$ cat config.mk
export PLATFORM = sky130hd
export DESIGN_NAME = stop_sel_top
export DESIGN_NICKNAME = d
export VERILOG_FILES = /design/src/hw/stop_sel_pkg.sv /design/src/hw/stop_sel_hold.sv /design/src/hw/stop_sel_top.sv
export SDC_FILE = /design/constraint.sdc
export NUM_CORES = 1
export LEC_CHECK = 0
export ABC_AREA = 1
export ABC_CLOCK_PERIOD_IN_PS = 1700
export BUFFER_PORTS_ARGS = -buffer_cell sky130_fd_sc_hd__clkbuf_2
export CAP_MARGIN = 20
export CORE_MARGIN = 5
export CORE_UTILIZATION = 50
export DETAILED_ROUTE_END_ITERATION = 6
export GPL_TIMING_DRIVEN = 1
export PLACE_DENSITY = 0.77
export SLEW_MARGIN = 20
export SYNTH_ARGS = -nofsm -noshare
export SYNTH_HDL_FRONTEND = slang
export SYNTH_SLANG_ARGS = --single-unit
$ cat constraint.sdc
create_clock -name aclk -period 1.7 [get_ports aclk]
set_input_delay 0.17 -clock aclk [delete_from_list [all_inputs] [get_ports aclk]]
set_output_delay 0.17 -clock aclk [all_outputs]
set_load 0.005 [all_outputs]
$ cat src/hw/stop_sel_pkg.sv
// package: constants, register map and carriers for the servo stop-policy selector
// assumes: axi4-lite register access, single 10 MHz clock
package stop_sel_pkg;
   // ******************************
   // clock and timing
   // ******************************
   localparam int unsigned CLK_HZ          = 10_000_000;
   localparam int unsigned MS_UNIT         = 1;
   localparam int unsigned CYC_PER_MS      = CLK_HZ / 1000 * MS_UNIT;
   // ******************************
   // register offsets (byte addresses)
   // ******************************
   localparam logic [7:0] OFF_PROHIBIT_SEL  = 8'h00;
   localparam logic [7:0] OFF_PROHIBIT_STOP = 8'h04;
   localparam logic [7:0] OFF_SERVO_OFF     = 8'h08;
   localparam logic [7:0] OFF_POWER_LOSS    = 8'h0c;
   localparam logic [7:0] OFF_UV_SEL        = 8'h10;
   localparam logic [7:0] OFF_HOLD_TIME     = 8'h14;
   localparam logic [7:0] OFF_ALARM_STOP    = 8'h18;
   localparam logic [7:0] OFF_STATE         = 8'h1c;
   localparam logic [7:0] OFF_IRQ_STATUS    = 8'h20;
   localparam logic [7:0] OFF_IRQ_ENABLE    = 8'h24;
   localparam logic [7:0] OFF_IRQ_CLEAR     = 8'h28;
   // ******************************
   // reset values and ranges
   // ******************************
   localparam logic [1:0]  RST_PROHIBIT_SEL  = 2'h1;
   localparam logic [1:0]  MAX_PROHIBIT_SEL  = 2'h2;
   localparam logic [1:0]  RST_PROHIBIT_STOP = 2'h0;
   localparam logic [1:0]  MAX_PROHIBIT_STOP = 2'h2;
   localparam logic [3:0]  RST_STOP_CODE     = 4'h0;
   localparam logic [3:0]  MAX_STOP_CODE     = 4'h9;
   localparam logic [2:0]  RST_ALARM_CODE    = 3'h0;
   localparam logic        RST_UV_SEL        = 1'b1;
   localparam logic [10:0] RST_HOLD_MS       = 11'd70;
   localparam logic [10:0] MIN_HOLD_MS       = 11'd70;
   localparam logic [10:0] MAX_HOLD_MS       = 11'd2000;
   localparam logic [7:0]  UV_ALARM_CODE     = 8'hd1;   // alarm 13.1 as bcd-ish 0xd.1
   localparam int unsigned IRQ_BITS          = 3;
   // ******************************
   // types
   // ******************************
   typedef enum logic [1:0] {
      DECEL_DB   = 2'h0,
      DECEL_FREE = 2'h1,
      DECEL_ESTP = 2'h2
   } decel_e;
   typedef enum logic {
      HOLD_DB   = 1'b0,
      HOLD_FREE = 1'b1
   } hold_e;
   typedef struct packed {
      decel_e decel;
      hold_e  hold;
      logic   clr_err;
   } stop_act_s;
   typedef struct packed {
      logic fwd_block;
      logic rev_block;
      logic active;
   } prohibit_s;
endpackage

$ cat src/hw/stop_sel_hold.sv
// holdoff timer: main-power loss must persist for the programmed time before it counts
// assumes: power_low synchronous to aclk, hold_ms already range-checked
`timescale 1ns/100ps
module stop_sel_hold
   import stop_sel_pkg::*;
#(
   parameter int unsigned CYC_MS = CYC_PER_MS
) (
   input  wire logic        aclk,
   input  wire logic        aresetn,
   input  wire logic        power_low,
   input  wire logic [10:0] hold_ms,
   output logic             fault
);
   initial begin
      if (CYC_MS < 1) $error("CYC_MS must be at least 1");
   end

   logic [23:0] cyc;
   logic [10:0] ms;

   // ******************************
   // detection window
   // ******************************
   always_ff @(posedge aclk) begin
      if (!aresetn || !power_low) begin
         cyc <= 24'h0;
         ms  <= 11'h0;
      end else if (!fault) begin
         if (cyc == 24'(CYC_MS - 1)) begin
            cyc <= 24'h0;
            ms  <= ms + 11'h1;
         end else begin
            cyc <= cyc + 24'h1;
         end
      end
   end

   always_ff @(posedge aclk) begin
      if (!aresetn || !power_low) begin
         fault <= 1'b0;
      end else if (ms >= hold_ms) begin
         fault <= 1'b1;
      end
   end

   hold_count_a: assert property (@(posedge aclk) disable iff (!aresetn)
      $rose(fault) |-> $past(power_low) && ms >= hold_ms)
      else $error("power fault raised before hold time");
endmodule // stop_sel_hold

$ cat src/hw/stop_sel_top.sv
// stop-policy selector: picks deceleration and hold reaction per trigger
// assumes: axi4-lite master, synchronous trigger inputs, one 10 MHz clock
// Function
// - prohibit selection takes 0..2, resets to 1, codes 0 and 2 enable both limit inputs.
// - prohibit stop option 0 removes torque that way and applies the dynamic brake.
// - prohibit stop option 1 removes torque that way and lets the motor coast.
// - prohibit stop option 2 removes torque that way and makes an emergency stop.
// - servo-off codes 0..7 pair brake or coast deceleration with brake or free hold.
// - servo-off codes 8 and 9 decelerate by emergency stop, holding brake or free.
// - every servo-off code clears the position error counter.
// - the power-loss stop code uses the servo-off code set and meaning, reset 0.
// - undervoltage selection 0 turns a power fault into servo-off, resumed on recovery.
// - undervoltage selection 1, the reset value, raises alarm 13.1 and stops.
// - power fault detection time is set in 1 ms steps from 70 to 2000, reset 70.
// - alarm codes 0..3 follow servo-off pairings 0..3, range 0..7, reset 0.
// - alarm codes 4..7 emergency stop on e-stop class alarms, others act like codes 0..3.
`timescale 1ns/100ps
module stop_sel_top
   import stop_sel_pkg::*;
#(
   parameter int unsigned CYC_MS = CYC_PER_MS
) (
   input  wire logic        aclk,
   input  wire logic        aresetn,
   input  wire logic [7:0]  s_axi_awaddr,
   input  wire logic        s_axi_awvalid,
   output logic             s_axi_awready,
   input  wire logic [31:0] s_axi_wdata,
   input  wire logic [3:0]  s_axi_wstrb,
   input  wire logic        s_axi_wvalid,
   output logic             s_axi_wready,
   output logic [1:0]       s_axi_bresp,
   output logic             s_axi_bvalid,
   input  wire logic        s_axi_bready,
   input  wire logic [7:0]  s_axi_araddr,
   input  wire logic        s_axi_arvalid,
   output logic             s_axi_arready,
   output logic [31:0]      s_axi_rdata,
   output logic [1:0]       s_axi_rresp,
   output logic             s_axi_rvalid,
   input  wire logic        s_axi_rready,
   input  wire logic        servo_on_req,
   input  wire logic        fwd_limit,
   input  wire logic        rev_limit,
   input  wire logic        main_power_low,
   input  wire logic        alarm,
   input  wire logic        alarm_estop_class,
   output logic             servo_enable,
   output logic [1:0]       decel_mode,
   output logic             hold_free,
   output logic             clr_err_count,
   output logic             fwd_torque_block,
   output logic             rev_torque_block,
   output logic             uv_alarm,
   output logic [7:0]       alarm_code,
   output logic             irq
);
   initial begin
      if (CYC_MS < 1) $error("CYC_MS must be at least 1");
   end
   // ******************************
   // decode helpers
   // ******************************
   function automatic stop_act_s stop_code_act(input logic [3:0] c);
      stop_act_s a;
      a.clr_err = 1'b1;
      if (c >= 4'h8) begin
         a.decel = DECEL_ESTP;
         a.hold  = c[0] ? HOLD_FREE : HOLD_DB;
      end else begin
         a.decel = c[0] ? DECEL_FREE : DECEL_DB;
         a.hold  = c[1] ? HOLD_FREE : HOLD_DB;
      end
      return a;
   endfunction
   function automatic logic wr_hit(input logic [7:0] a, input logic [7:0] off);
      return a[7:2] == off[7:2];
   endfunction
   // ******************************
   // settings registers
   // ******************************
   logic [1:0]  prohibit_sel;
   logic [1:0]  prohibit_stop;
   logic [3:0]  servo_off_stop_select;
   logic [3:0]  power_loss_stop_select;
   logic        uv_sel;
   logic [10:0] hold_ms;
   logic [2:0]  alarm_stop_select;
   logic [IRQ_BITS-1:0] irq_status;
   logic [IRQ_BITS-1:0] irq_enable;
   logic        aw_held;
   logic        w_held;
   logic [7:0]  aw_addr;
   logic [31:0] w_data;
   logic [3:0]  w_strb;
   logic        do_write;
   logic        bad_wr;
   assign s_axi_awready = !aw_held && !s_axi_bvalid;
   assign s_axi_wready  = !w_held && !s_axi_bvalid;
   assign do_write      = aw_held && w_held && !s_axi_bvalid;
   always_ff @(posedge aclk) begin
      if (!aresetn) begin
         aw_held <= 1'b0;
         aw_addr <= 8'h0;
      end else if (s_axi_awvalid && s_axi_awready) begin
         aw_held <= 1'b1;
         aw_addr <= s_axi_awaddr;
      end else if (do_write) begin
         aw_held <= 1'b0;
      end
   end
   always_ff @(posedge aclk) begin
      if (!aresetn) begin
         w_held <= 1'b0;
         w_data <= 32'h0;
         w_strb <= 4'h0;
      end else if (s_axi_wvalid && s_axi_wready) begin
         w_held <= 1'b1;
         w_data <= s_axi_wdata;
         w_strb <= s_axi_wstrb;
      end else if (do_write) begin
         w_held <= 1'b0;
      end
   end
   assign bad_wr = !(wr_hit(aw_addr, OFF_PROHIBIT_SEL) || wr_hit(aw_addr, OFF_PROHIBIT_STOP) ||
                     wr_hit(aw_addr, OFF_SERVO_OFF) || wr_hit(aw_addr, OFF_POWER_LOSS) ||
                     wr_hit(aw_addr, OFF_UV_SEL) || wr_hit(aw_addr, OFF_HOLD_TIME) ||
                     wr_hit(aw_addr, OFF_ALARM_STOP) || wr_hit(aw_addr, OFF_IRQ_ENABLE) ||
                     wr_hit(aw_addr, OFF_IRQ_CLEAR));
   always_ff @(posedge aclk) begin
      if (!aresetn) begin
         s_axi_bvalid <= 1'b0;
         s_axi_bresp  <= 2'h0;
      end else if (do_write) begin
         s_axi_bvalid <= 1'b1;
         s_axi_bresp  <= bad_wr ? 2'h2 : 2'h0;
      end else if (s_axi_bready) begin
         s_axi_bvalid <= 1'b0;
      end
   end

   // out-of-range values are ignored so the last legal setting stays in force
   always_ff @(posedge aclk) begin
      if (!aresetn) begin
         prohibit_sel           <= RST_PROHIBIT_SEL;
         prohibit_stop          <= RST_PROHIBIT_STOP;
         servo_off_stop_select  <= RST_STOP_CODE;
         power_loss_stop_select <= RST_STOP_CODE;
         uv_sel                 <= RST_UV_SEL;
         hold_ms                <= RST_HOLD_MS;
         alarm_stop_select      <= RST_ALARM_CODE;
         irq_enable             <= '0;
      end else if (do_write && w_strb[0]) begin
         if (wr_hit(aw_addr, OFF_PROHIBIT_SEL) && w_data[7:0] <= 8'(MAX_PROHIBIT_SEL)) begin
            prohibit_sel <= w_data[1:0];
         end
         if (wr_hit(aw_addr, OFF_PROHIBIT_STOP) && w_data[7:0] <= 8'(MAX_PROHIBIT_STOP)) begin
            prohibit_stop <= w_data[1:0];
         end
         if (wr_hit(aw_addr, OFF_SERVO_OFF) && w_data[7:0] <= 8'(MAX_STOP_CODE)) begin
            servo_off_stop_select <= w_data[3:0];
         end
         if (wr_hit(aw_addr, OFF_POWER_LOSS) && w_data[7:0] <= 8'(MAX_STOP_CODE)) begin
            power_loss_stop_select <= w_data[3:0];
         end
         if (wr_hit(aw_addr, OFF_UV_SEL) && w_data[7:1] == 7'h0) begin
            uv_sel <= w_data[0];
         end
         if (wr_hit(aw_addr, OFF_ALARM_STOP) && w_data[7:3] == 5'h0) begin
            alarm_stop_select <= w_data[2:0];
         end
         if (wr_hit(aw_addr, OFF_IRQ_ENABLE)) begin
            irq_enable <= w_data[IRQ_BITS-1:0];
         end
         if (wr_hit(aw_addr, OFF_HOLD_TIME) && w_strb[1] && w_data[31:11] == 21'h0 &&
             w_data[10:0] >= MIN_HOLD_MS && w_data[10:0] <= MAX_HOLD_MS) begin
            hold_ms <= w_data[10:0];
         end
      end
   end

   // ******************************
   // trigger evaluation
   // ******************************
   logic      power_fault;
   prohibit_s prohibit;
   stop_act_s act_off;
   stop_act_s act_pwr;
   stop_act_s act_alm;
   stop_act_s act_pro;
   stop_sel_hold #(
      .CYC_MS    (CYC_MS)
   ) u_hold (
      .aclk      (aclk),
      .aresetn   (aresetn),
      .power_low (main_power_low),
      .hold_ms   (hold_ms),
      .fault     (power_fault)
   );
   always_comb begin
      prohibit.fwd_block = (prohibit_sel != 2'h1) && fwd_limit;
      prohibit.rev_block = (prohibit_sel != 2'h1) && rev_limit;
      prohibit.active    = prohibit.fwd_block || prohibit.rev_block;
      act_off = stop_code_act(servo_off_stop_select);
      act_pwr = stop_code_act(power_loss_stop_select);
      act_alm = stop_code_act({2'h0, alarm_stop_select[1:0]});
      act_alm.clr_err = 1'b0;
      if (alarm_stop_select[2] && alarm_estop_class) begin
         act_alm.decel = DECEL_ESTP;
      end
      act_pro.clr_err = 1'b0;
      case (prohibit_stop)
         2'h0:    act_pro.decel = DECEL_DB;
         2'h1:    act_pro.decel = DECEL_FREE;
         2'h2:    act_pro.decel = DECEL_ESTP;
         default: act_pro.decel = DECEL_DB;
      endcase
      act_pro.hold = (prohibit_stop == 2'h1) ? HOLD_FREE : HOLD_DB;
   end

   // ******************************
   // uv alarm latch
   // ******************************
   // latched so the drive stays stopped until reset, even after power returns
   always_ff @(posedge aclk) begin
      if (!aresetn) begin
         uv_alarm <= 1'b0;
      end else if (power_fault && uv_sel) begin
         uv_alarm <= 1'b1;
      end
   end
   logic alarm_any;
   assign alarm_any = alarm || uv_alarm;
   // ******************************
   // stop action selection
   // ******************************
   stop_act_s next_act;
   logic      next_enable;
   always_comb begin
      next_enable = 1'b1;
      next_act    = '{decel: DECEL_DB, hold: HOLD_DB, clr_err: 1'b0};
      if (alarm_any) begin
         next_enable = 1'b0;
         next_act    = act_alm;
      end else if (power_fault && !uv_sel) begin
         next_enable = 1'b0;
         next_act    = act_pwr;
      end else if (!servo_on_req) begin
         next_enable = 1'b0;
         next_act    = act_off;
      end else if (prohibit.active) begin
         next_act    = act_pro;
      end
   end
   always_ff @(posedge aclk) begin
      if (!aresetn) begin
         servo_enable     <= 1'b0;
         decel_mode       <= DECEL_DB;
         hold_free        <= 1'b0;
         clr_err_count    <= 1'b0;
         fwd_torque_block <= 1'b0;
         rev_torque_block <= 1'b0;
         alarm_code       <= 8'h0;
      end else begin
         servo_enable     <= next_enable;
         decel_mode       <= next_act.decel;
         hold_free        <= next_act.hold == HOLD_FREE;
         clr_err_count    <= next_act.clr_err;
         fwd_torque_block <= prohibit.fwd_block;
         rev_torque_block <= prohibit.rev_block;
         alarm_code       <= uv_alarm ? UV_ALARM_CODE : 8'h0;
      end
   end

   // ******************************
   // interrupts: 0 power fault, 1 alarm, 2 prohibit
   // ******************************
   logic [IRQ_BITS-1:0] irq_event;
   logic [IRQ_BITS-1:0] irq_clr;
   assign irq_event = {prohibit.active, alarm_any, power_fault};
   assign irq_clr   = (do_write && wr_hit(aw_addr, OFF_IRQ_CLEAR)) ? w_data[IRQ_BITS-1:0] : '0;
   // a new event in the clear cycle wins
   always_ff @(posedge aclk) begin
      if (!aresetn) begin
         irq_status <= '0;
      end else begin
         irq_status <= (irq_status & ~irq_clr) | irq_event;
      end
   end
   assign irq = |(irq_status & irq_enable);
   // ******************************
   // read channel
   // ******************************
   logic [31:0] rd_val;
   always_comb begin
      case (s_axi_araddr[7:2])
         OFF_PROHIBIT_SEL[7:2]:  rd_val = {30'h0, prohibit_sel};
         OFF_PROHIBIT_STOP[7:2]: rd_val = {30'h0, prohibit_stop};
         OFF_SERVO_OFF[7:2]:     rd_val = {28'h0, servo_off_stop_select};
         OFF_POWER_LOSS[7:2]:    rd_val = {28'h0, power_loss_stop_select};
         OFF_UV_SEL[7:2]:        rd_val = {31'h0, uv_sel};
         OFF_HOLD_TIME[7:2]:     rd_val = {21'h0, hold_ms};
         OFF_ALARM_STOP[7:2]:    rd_val = {29'h0, alarm_stop_select};
         OFF_STATE[7:2]:         rd_val = {18'h0, alarm_code, uv_alarm, clr_err_count,
                                           hold_free, decel_mode, servo_enable};
         OFF_IRQ_STATUS[7:2]:    rd_val = {29'h0, irq_status};
         OFF_IRQ_ENABLE[7:2]:    rd_val = {29'h0, irq_enable};
         default:                rd_val = 32'h0;
      endcase
   end
   assign s_axi_arready = !s_axi_rvalid;
   always_ff @(posedge aclk) begin
      if (!aresetn) begin
         s_axi_rvalid <= 1'b0;
         s_axi_rdata  <= 32'h0;
         s_axi_rresp  <= 2'h0;
      end else if (s_axi_arvalid && s_axi_arready) begin
         s_axi_rvalid <= 1'b1;
         s_axi_rdata  <= rd_val;
         s_axi_rresp  <= (s_axi_araddr[7:2] >= OFF_IRQ_CLEAR[7:2]) ? 2'h2 : 2'h0;
      end else if (s_axi_rready) begin
         s_axi_rvalid <= 1'b0;
      end
   end

   // ******************************
   // checks
   // ******************************
   prohibit_off_a: assert property (@(posedge aclk) disable iff (!aresetn)
      prohibit_sel == 2'h1 |=> !fwd_torque_block && !rev_torque_block)
      else $error("prohibit input acted while disabled");
   prohibit_brake_a: assert property (@(posedge aclk) disable iff (!aresetn)
      servo_on_req && !alarm_any && !power_fault && prohibit.active && prohibit_stop == 2'h0
      |=> decel_mode == DECEL_DB)
      else $error("prohibit stop option 0 did not brake");
   prohibit_coast_a: assert property (@(posedge aclk) disable iff (!aresetn)
      servo_on_req && !alarm_any && !power_fault && prohibit.active && prohibit_stop == 2'h1
      |=> decel_mode == DECEL_FREE)
      else $error("prohibit stop option 1 did not coast");
   prohibit_estop_a: assert property (@(posedge aclk) disable iff (!aresetn)
      servo_on_req && !alarm_any && !power_fault && prohibit.active && prohibit_stop == 2'h2
      |=> decel_mode == DECEL_ESTP)
      else $error("prohibit stop option 2 did not emergency stop");
   servo_off_map_a: assert property (@(posedge aclk) disable iff (!aresetn)
      !servo_on_req && !alarm_any && !power_fault && servo_off_stop_select < 4'h8
      |=> decel_mode == {1'b0, $past(servo_off_stop_select[0])}
          && hold_free == $past(servo_off_stop_select[1]))
      else $error("servo-off code mapping wrong");
   servo_off_estop_a: assert property (@(posedge aclk) disable iff (!aresetn)
      !servo_on_req && !alarm_any && !power_fault && servo_off_stop_select >= 4'h8
      |=> decel_mode == DECEL_ESTP && hold_free == $past(servo_off_stop_select[0]))
      else $error("servo-off code 8 or 9 wrong");
   err_clear_a: assert property (@(posedge aclk) disable iff (!aresetn)
      !servo_on_req && !alarm_any |=> clr_err_count)
      else $error("servo-off did not clear error counter");
   uv_servo_off_a: assert property (@(posedge aclk) disable iff (!aresetn)
      power_fault && !uv_sel && !alarm_any |=> !servo_enable && !uv_alarm)
      else $error("undervoltage selection 0 did not servo off");
   uv_alarm_a: assert property (@(posedge aclk) disable iff (!aresetn)
      power_fault && uv_sel |=> uv_alarm ##1 !servo_enable && alarm_code == UV_ALARM_CODE)
      else $error("undervoltage alarm not raised");
   alarm_first_a: assert property (@(posedge aclk) disable iff (!aresetn)
      alarm |=> !servo_enable && !clr_err_count)
      else $error("alarm did not take precedence");
   alarm_estop_a: assert property (@(posedge aclk) disable iff (!aresetn)
      alarm && alarm_stop_select[2] && alarm_estop_class |=> decel_mode == DECEL_ESTP)
      else $error("e-stop class alarm did not emergency stop");
endmodule // stop_sel_top

Word level (Yosys, flattened, before mapping):

Cells that the tools add are included.

* flip-flop bits (word level): 167
* output and inout port bits: 58
* word-level logic and storage cells: 161

* $lt $le $gt $ge: 8
* bitwise operators: 6
* reductions and logical operators: 63
* equal/unequal tests: 21
* multiplexer cells: 31
* add/subtract/negate cells: 2

Operators with widths (number)
* $pmux 14 s10: 1
* $eq 6x3->1 const B: 7
* $add 24x1->24 const B: 1
* $eq 24x14->1 const B: 1
* $eq 6x2->1 const B: 4
* $eq 6x4->1 const B: 4
* $logic_and 1x1->1: 24
* $mux 24: 1
* $logic_not 21->1: 1
* $reduce_and 2->1: 9
* $mux 1: 17
* $mux 4: 4
* $eq 6x1->1 const B: 2
* $logic_not 6->1: 2
* $add 11x1->11 const B: 1
* $ge 11x11->1: 1
* $ge 11x7->1 const B: 1
* $le 11x11->1 const B: 1
* $logic_or 1x1->1: 11
* $mux 3: 3
* $ge 4x4->1 const B: 2
* $le 8x2->1 const B: 1
* $le 8x4->1 const B: 1
* $mux 8: 1
* other kinds (16): 30

Longest topological paths before layout:

Gate-level depths: netlist of the first run.

* depth after elaboration: 10
* mapped depth: 11
* gate-level depth less buffers: 11

By module:

From an unflattened synthesis of the first run, not the netlist that was laid out.

* cell total of the unflattened synthesis: 1009
* area, all modules: 6981.7 µm²

By module, submodules not included
* stop_sel_top: area an instance 4636.9 µm², cells an instance 646, times used 1
* stop_sel_hold: area an instance 2344.7 µm², cells an instance 363, times used 1

Worst setup path before layout of the first run:

No wires, ideal clock.

* path kind: flip-flop to flip-flop
* from: register u_hold.cyc[0]
* to: register u_hold.cyc[22]
* clock period less this slack: 1.429 ns
* setup slack: 0.271 ns
* setup time: 0.121 ns
* stages on the path, launching flop included: 8
* arrival: 1.308 ns
* path through: dfxtp_1 -> ha_1 -> nand2_1 -> nor2_1 -> nand4_1 -> nand2_2 -> buf_4 -> nor3_1

* longest elaborated chain between the ends: 2

Ends and longest elaborated chain
* from (decl): line stop_sel_hold.sv:19 `logic [23:0] cyc;`
* from (signal assigned): line stop_sel_hold.sv:34 `cyc <= cyc + 24'h1;`
* $add 24x1->24 / $eq 24x14->1 (equally long branches): line stop_sel_hold.sv:34, stop_sel_hold.sv:30
* $mux 24 (*): line stop_sel_hold.sv:30 `if (cyc == 24'(CYC_MS - 1)) begin`

Every way passes the cells marked *; elsewhere a longest branch is shown, timed or not.
A chain may end at the register's enable or synchronous reset.

Worst setup path after layout of the first run:

* from: register aw_addr[3]
* to: register irq_status[2]

* longest elaborated chain between the ends: 6

Ends and longest elaborated chain
* from (decl): line stop_sel_top.sv:93 `logic [7:0] aw_addr;`
* from (signal assigned): line stop_sel_top.sv:107 `aw_addr <= s_axi_awaddr;`
* $eq 6x4->1: line stop_sel_top.sv:77 `return a[7:2] == off[7:2];`
* $logic_and 1x1->1: line stop_sel_top.sv:281 `assign irq_clr = (do_write && wr_hit(aw_addr, OFF_IRQ_CLEAR)) ? w_data[IRQ_BITS-1:0] : '0;`
* $mux 3: line stop_sel_top.sv:281
* $not 3->3: line stop_sel_top.sv:287 `irq_status <= (irq_status & ~irq_clr) | irq_event;`
* $and 3x3->3: line stop_sel_top.sv:287
* $or 3x3->3: line stop_sel_top.sv:287
* to (signal assigned): line stop_sel_top.sv:287
* to (decl): line stop_sel_top.sv:89 `logic [IRQ_BITS-1:0] irq_status;`

Every way passes these cells.

==> flow_metrics.py, run 1 <==
metrics = {
    "run_status": {
        "status": "complete, no violations",
    },
    "critical_path": {
        "critical_path_buf_inv_count": 0,
        "crit_required_ns": 1.99,
        "critPathSlowestCell": "dfxtp_1",
        "worstSetupEndpointType": "register",
        "path_cells": "nand2_1 -> nor3_1 -> nand3_1 -> o21ai_0 -> a31oi_1",
        "crit_fanout": 6,
        "cp_top_family": "simple AND/OR/NAND/NOR gates",
        "worst-endpoint-arrival_ns": 1.83,
        "startpoint_type": "register",
        "cpPeakStageDelay_ns": 0.47,
        "path_class": "reg2reg",
    },
    "cts": {
        "clock_sinks": 136,
        "numCtsBuffers": 17,
        "post-cts-setup-buffers": 0,
        "clk_latency_ns": 0.42,
        "cts_max_level": 4,
        "cts.path.max_buffers": 2,
        "cts_root_buffer": "clkbuf_16",
        "clkTransAtPathRegs_ns": 0.06,
        "tritoncts": "built",
    },
    "timing": {
        "worst_clock_skew_ns": 0.008106,
        "period_minus_slack_ns": 1.539,
        "rsz0062_at_grt": "no",
        "hold_viol": 0,
        "drv_slew": 0,
        "tns_ns": 0,
        "post-route-period-util_pct": 90.53,
        "setup_viol_count_final": 0,
        "fmax_ghz": 0.6497,
    },
    "yosys": {
        "ys.flop_type": "dfxtp_1",
        "muxShareOfSynthArea_pct": 0,
        "netlist_area_sq_um": 6895,
        "synth_top_family_by_area": "simple AND/OR/NAND/NOR gates",
        "synth-simple-area-share_pct": 32.57,
        "synth.distinct_cells": 43,
        "synth_edf_count": 0,
        "yosysSeqAreaShare_pct": 39.48,
        "synth_adder_area_share_pct": 2.359,
        "syn_area_per_cell_sq_um": 7.007,
        "synth_compound_area_share_pct": 12.83,
        "ys_seq_elements": 136,
        "syn_inst": 984,
        "yosysWarnings": 0,
        "synthXorXnorAreaFrac_pct": 1.397,
        "synthArstFlopShare_pct": 0,
    },
    "placed_design": {
        "dpl_cell_area_sq_um": 7506,
        "place_congestion": 0.9272,
        "place_hpwl_um": 12860,
        "port_buffers": 91,
    },
    "grt": {
        "overflow": 0,
        "gr-usage-all-layers_pct": 20.88,
        "grt_max_degree": 38,
        "grt_pass1_vias": 5915,
        "grt_pass1_wl_um": 27450,
        "antenna_found_initial": 0,
    },
    "routing": {
        "dr.pass1.iters": 5,
        "detail_route.vias_per_cell": 5.033,
        "vias": 6472,
        "drc": 0,
        "wirelength_um": 16930,
        "wl_per_cell_um": 13.16,
        "ant_nets": 0,
        "drtIter0Drc": 459,
    },
    "power": {
        "finalPower_w": 0.007768,
        "power.density_nw_per_um2": 948.5,
        "peakVddDrop_mv": 0.7450,
        "cellLeakagePower_nw": 3.540,
    },
    "die": {
        "design.die.area_sq_um": 16240,
        "ios": 123,
        "rows": 43,
        "die_x_um": 127.4,
        "start_util_pct": 50.26,
        "core_sq_um": 13720,
        "die_height_um": 127.4,
    },
    "finish": {
        "nets": 1171,
        "fillers": 1293,
        "finalInstanceArea_sq_um": 8189,
        "diodes": 0,
        "areaGrowthSynthToFinish_pct": 18.76,
        "drive_gt1_share_pct": 18.44,
    },
    "worst_hold_path": {
        "min_path_type": "in2reg",
    },
    "job": {
        "max_cap_violations": 0,
    },
}
## report_power, final
part           total, W  leakage (nW)  internal [W]  switching [W]
clock network   0.00374         0.298       0.00241        0.00132
logic          0.000650          2.13      0.000236       0.000414
registers       0.00338          1.11       0.00330      0.0000806
## worst min-delay path: cells and delay by family
kind | cells | cell delay (ns)
AND/OR/NAND/NOR | 1 | 0.09
buffers and inverters | 1 | 0.07
AO/OA/AOI/OAI | 1 | 0.07
## metal layers
layer | vias up | part of all wire [%] | track usage (%)
li1 | 3391 | - | -
met1 | 2851 | 48 | 28.37
met2 | 197 | 43 | 32.39
met5 | - | 0 | 0
met3 | 33 | 6.0 | 4.849
met4 | 0 | 2.2 | 7.697
## logic make-up after synthesis
kind of cell,after synthesis
AO/OA/AOI/OAI,171
XOR/XNOR,11
adder cells (fa/ha/maj),13
buffers and inverters,168
flip-flops,136
other,1
AND/OR/NAND/NOR,484
## layout by cell type, fill, tap and decap left out, types with 2 or more instances in the layout
cell type,n
a31oi_1,5
nor2_1,156
nor3_1,21
inv_1,98
o21ai_1,6
nand4_1,29
dfxtp_1,136
nor3b_1,2
nor2_2,17
clkinv_2,5
nor3_2,7
clkbuf_2,91
inv_2,12
clkbuf_16,17
a21oi_1,79
conb_1,25
xnor2_1,3
clkbuf_8,3
bufinv_16,3
dlygate4sd3_1,6
nor2_4,7
o21a_1,2
nor3b_2,4
nand4_2,2
o211ai_1,3
clkinv_4,2
o21ai_0,72
nand2_1,162
xor2_1,8
nand2_2,6
ha_1,13
buf_4,23
nand3_1,64
and3_1,2
clkbuf_1,4
## final timing paths
path	endpoint	startpoint	slack, ns	cells past startpoint
setup / recovery	irq_status[2]	aw_addr[3]	0.16	5
setup reg to reg	irq_status[2]	aw_addr[3]	0.16	5
hold / removal	w_data[25]	s_axi_wdata[25]	0.01	3
hold reg to reg	w_data[22]	w_data[22]	0.46	2
## flip-flops by register name, summed over array words and instances, names as in the netlist, 2 cells and up
signal,cells
alarm_stop_select,3
aw_addr,6
decel_mode,2
hold_ms,11
irq_enable,3
irq_status,3
power_loss_stop_select,4
prohibit_sel,2
prohibit_stop,2
s_axi_rdata,12
servo_off_stop_select,4
u_hold.cyc,24
u_hold.ms,11
w_data,32
w_strb,2
## synth_stat cells, types with 7 or more instances
cell type	number	area share (%)
ha_1	13	2.4
inv_1	98	5.3
buf_4	30	3.3
nand2_1	162	8.8
clkbuf_1	16	0.87
nand3_1	64	4.6
inv_2	12	0.65
nor3_2	7	1.0
o21ai_0	72	5.2
dfxtp_1	136	39
nor3_1	21	1.5
nand4_1	29	2.6
a21oi_1	79	5.7
xor2_1	8	1.0
nor2_1	158	8.6
nor2_2	16	1.5
## metrics by stage
| stage | utilization (%) | hold slack [ns] | setup slack, ns | cells |
|---|---|---|---|---|
| final | 59.69 | 0.01330 | 0.1609 | 1286 |
| after global routing | 59.69 | 0.02458 | 0.004226 | 1286 |
| after CTS | 59.53 | 0.001727 | 0.1749 | 1285 |
| after detailed placement | 54.71 | 0.4263 | 0.1873 | 1247 |
| after global placement | 54.71 | 0.4215 | 0.2314 | 1247 |
| after floorplan | - | 0.2631 | 0.2708 | 1008 |
## final cells by class
cell class	count	area [sq um]	area share [%]
inverter	112	426.7	5.210
timing repair buffer	121	708.2	8.648
sequential	136	2723	33.25
clock buffer	24	481.7	5.882
multi-input combinational	705	3506	42.81
clock inverter	8	118.9	1.451
tap	180	225.2	2.750
## what timing repair did
action,4_1_cts,5_1_grt
setup endpoints to repair,0,2
hold buffers,6,0
endpoints found under the hold margin,6,0
gates resized for setup,0,3
(Power assumes the default switching activity.)
==> run 2: changes to the inputs <==
--- a/config.mk
+++ b/config.mk
@@ -5,7 +5,6 @@
 export SDC_FILE = /design/constraint.sdc
 export NUM_CORES = 1
 export LEC_CHECK = 0
-export ABC_AREA = 1
 export ABC_CLOCK_PERIOD_IN_PS = 1700
 export BUFFER_PORTS_ARGS = -buffer_cell sky130_fd_sc_hd__clkbuf_2
 export CAP_MARGIN = 20
==> run 2 against run 1 <==
The run now ends with negative setup slack left. Clock power down 2%. Cell area up 4.1%. Via count down 7.5%. Critical path type unchanged.
==> flow_metrics.py, run 2 <==
metrics = {
    "run_status": {
        "status": "complete, but fails checks",
        "violations": "negative setup slack",
    },
    "yosys": {
        "synthXorXnorAreaFrac_pct": 4.151,
        "synth_top_cells_by_area": "dfxtp_1 42%, nand2_1 7.6%, mux2i_1 5.2%, a21oi_1 4.8%, nor2_1 4.3%",
        "synth_commonest_cells": "136 x dfxtp_1, 132 x nand2_1, 75 x nor2_1, 63 x a21oi_1, 34 x mux2i_1",
        "muxShareOfSynthArea_pct": 5.547,
        "yosysWarnings": 0,
        "yosysSeqAreaShare_pct": 41.62,
        "synth_top_family_by_area": "simple AND/OR/NAND/NOR gates",
        "synth.distinct_cells": 68,
        "synth-simple-area-share_pct": 26.45,
        "synth_compound_area_share_pct": 12.59,
        "synth.most_common_cell": "dfxtp_1",
        "ys.flop_type": "dfxtp_1",
        "netlist_area_sq_um": 6541,
        "synth_edf_count": 0,
        "synth.largest_area_cell": "dfxtp_1",
        "syn_area_per_cell_sq_um": 8.419,
        "ys_seq_elements": 136,
        "synth_adder_area_share_pct": 2.487,
        "synth_top_cell_area_share_pct": 41.62,
        "syn_inst": 777,
        "synthArstFlopShare_pct": 0,
    },
    "finish": {
        "largest_reg_flops": 32,
        "top_register": "w_data",
        "nets": 1015,
        "final_common_cell": "nand2_1",
        "diodes": 0,
        "fillers": 1019,
        "final_cell_mix": "131 x nand2_1, 126 x dfxtp_1, 91 x clkbuf_2",
        "finalInstanceArea_sq_um": 8523,
        "utilization_pct": 66.99,
        "areaGrowthSynthToFinish_pct": 30.30,
        "reg_top3": "w_data (32), u_hold.cyc (24), s_axi_rdata (12)",
        "drive_gt1_share_pct": 25.58,
    },
    "power": {
        "peakVddDrop_mv": 0.7515,
        "power.density_nw_per_um2": 903.8,
        "cellLeakagePower_nw": 3.579,
    },
    "routing": {
        "drc": 0,
        "vias": 5988,
        "wirelength_um": 16340,
        "ant_nets": 0,
        "drtIter0Drc": 465,
        "detail_route.vias_per_cell": 5.337,
        "wl_per_cell_um": 14.56,
        "dr.pass1.iters": 5,
    },
    "cts": {
        "cts_root_buffer": "clkbuf_16",
        "tritoncts": "built",
        "clkTransAtPathRegs_ns": 0.06,
        "cts.path.max_buffers": 2,
        "cts_max_level": 4,
        "clock_sinks": 136,
        "clk_latency_ns": 0.41,
        "numCtsBuffers": 17,
    },
    "timing": {
        "setup_viol_count_final": 1,
        "hold_viol": 0,
        "drv_slew": 0,
        "tightest_slew_ns": 0.5008,
        "period_minus_slack_ns": 1.701,
        "post-route-period-util_pct": 100.1,
        "setup_slack_ns": -0.001115,
        "rsz0062_at_grt": "yes",
        "tns_ns": -0.001115,
        "relSlewSlack_pct": 66.14,
        "worst_clock_skew_ns": 0.007106,
        "fmax_ghz": 0.5879,
    },
    "placed_design": {
        "place_hpwl_um": 11120,
        "place_congestion": 0.9094,
        "port_buffers": 91,
        "dp_slack_ns": -0.05500,
        "dpl_cell_area_sq_um": 7400,
    },
    "grt": {
        "antenna_found_initial": 0,
        "overflow": 0,
        "gr-usage-all-layers_pct": 20.13,
        "grt_max_degree": 76,
        "grt_pass1_wl_um": 26450,
        "grt_pass1_vias": 5523,
    },
    "critical_path": {
        "path_class": "reg2reg",
        "crit_required_ns": 1.99,
        "crit_fanout": 5,
        "startpoint_type": "register",
        "worstSetupEndpointType": "register",
        "worst-endpoint-arrival_ns": 1.99,
    },
    "die": {
        "design.die.area_sq_um": 15470,
        "rows": 41,
        "start_util_pct": 51.42,
        "core_sq_um": 12720,
        "ios": 123,
        "die_height_um": 124.4,
        "die_x_um": 124.4,
    },
    "job": {
        "max_cap_violations": 0,
    },
    "worst_hold_path": {
        "min_path_type": "in2reg",
    },
}
run 2: what timing repair did:
| item | CTS | global route |
|---|---|---|
| hold endpoints to repair | 29 | 0 |
| buffers inserted | 2 | 4 |
| hold buffers | 29 | 0 |
| gates cloned | 1 | 0 |
| endpoints found under the setup margin | 16 | 57 |
| resized for setup | 5 | 43 |
| pin swaps | 3 | 10 |
run 2: worst paths after layout:
kind	depth (start not counted)	from	slack, ns	to
min	3	s_axi_awaddr[5]	0.009	aw_addr[5]
max	5	aw_addr[6]	-0.001	alarm_stop_select[2]
max reg2reg	5	aw_addr[6]	-0.001	alarm_stop_select[2]
min reg2reg	2	w_data[21]	0.45	w_data[21]
run 2: cell families (layout without fill, tap and decap cells):
kind of cell / count (synthesis) / in the layout
mux: 36 / 36
flops: 136 / 136
fa+ha+maj: 13 / 13
other cells: 1 / 25
simple gates: 338 / 339
buf+inv: 89 / 237
xor+xnor: 31 / 31
compound gates: 133 / 133
run 2: power by group:
| group | leakage, nW | internal (W) | switching [W] | total (W) |
|---|---|---|---|---|
| Sequential | 1.11 | 0.00327 | 0.0000820 | 0.00336 |
| Clock | 0.285 | 0.00233 | 0.00134 | 0.00367 |
| Combinational | 2.19 | 0.000308 | 0.000365 | 0.000674 |
run 2: critical path, stage by stage, from the launching register on:
cell and delay, ns:
dfxtp_4 0.37, nor4b_4 0.33, nand4b_1 0.21, or3b_4 0.45, mux2i_1 0.17, nor2_1 0.05
run 2: cell type report:
type	count	area, sq um	area share, %
multi-input cells	577	3636	42.66
flip-flops and latches	136	2738	32.12
repair buffers	186	1266	14.86
clock buffers	19	442.9	5.197
well taps	172	215.2	2.525
clock inverters	13	153.9	1.806
inverters	19	71.32	0.8368
run 2: metal layers:
layer	global-route usage (%)	share of wire, %
met5	0	0
met4	5.416	1.5
met3	5.532	6.5
met2	31.65	46
met1	27.26	46
run 2: stage by stage:
step                      std cells  power, W  hold slack, ns
after global routing           1122  0.007960         0.01922
after global placement         1054  0.003981          0.3981
after detailed placement       1054  0.003993          0.3999
after floorplan                 801  0.003790          0.2614
final                          1122  0.007703        0.009329
after CTS                      1118  0.007702       0.0002279
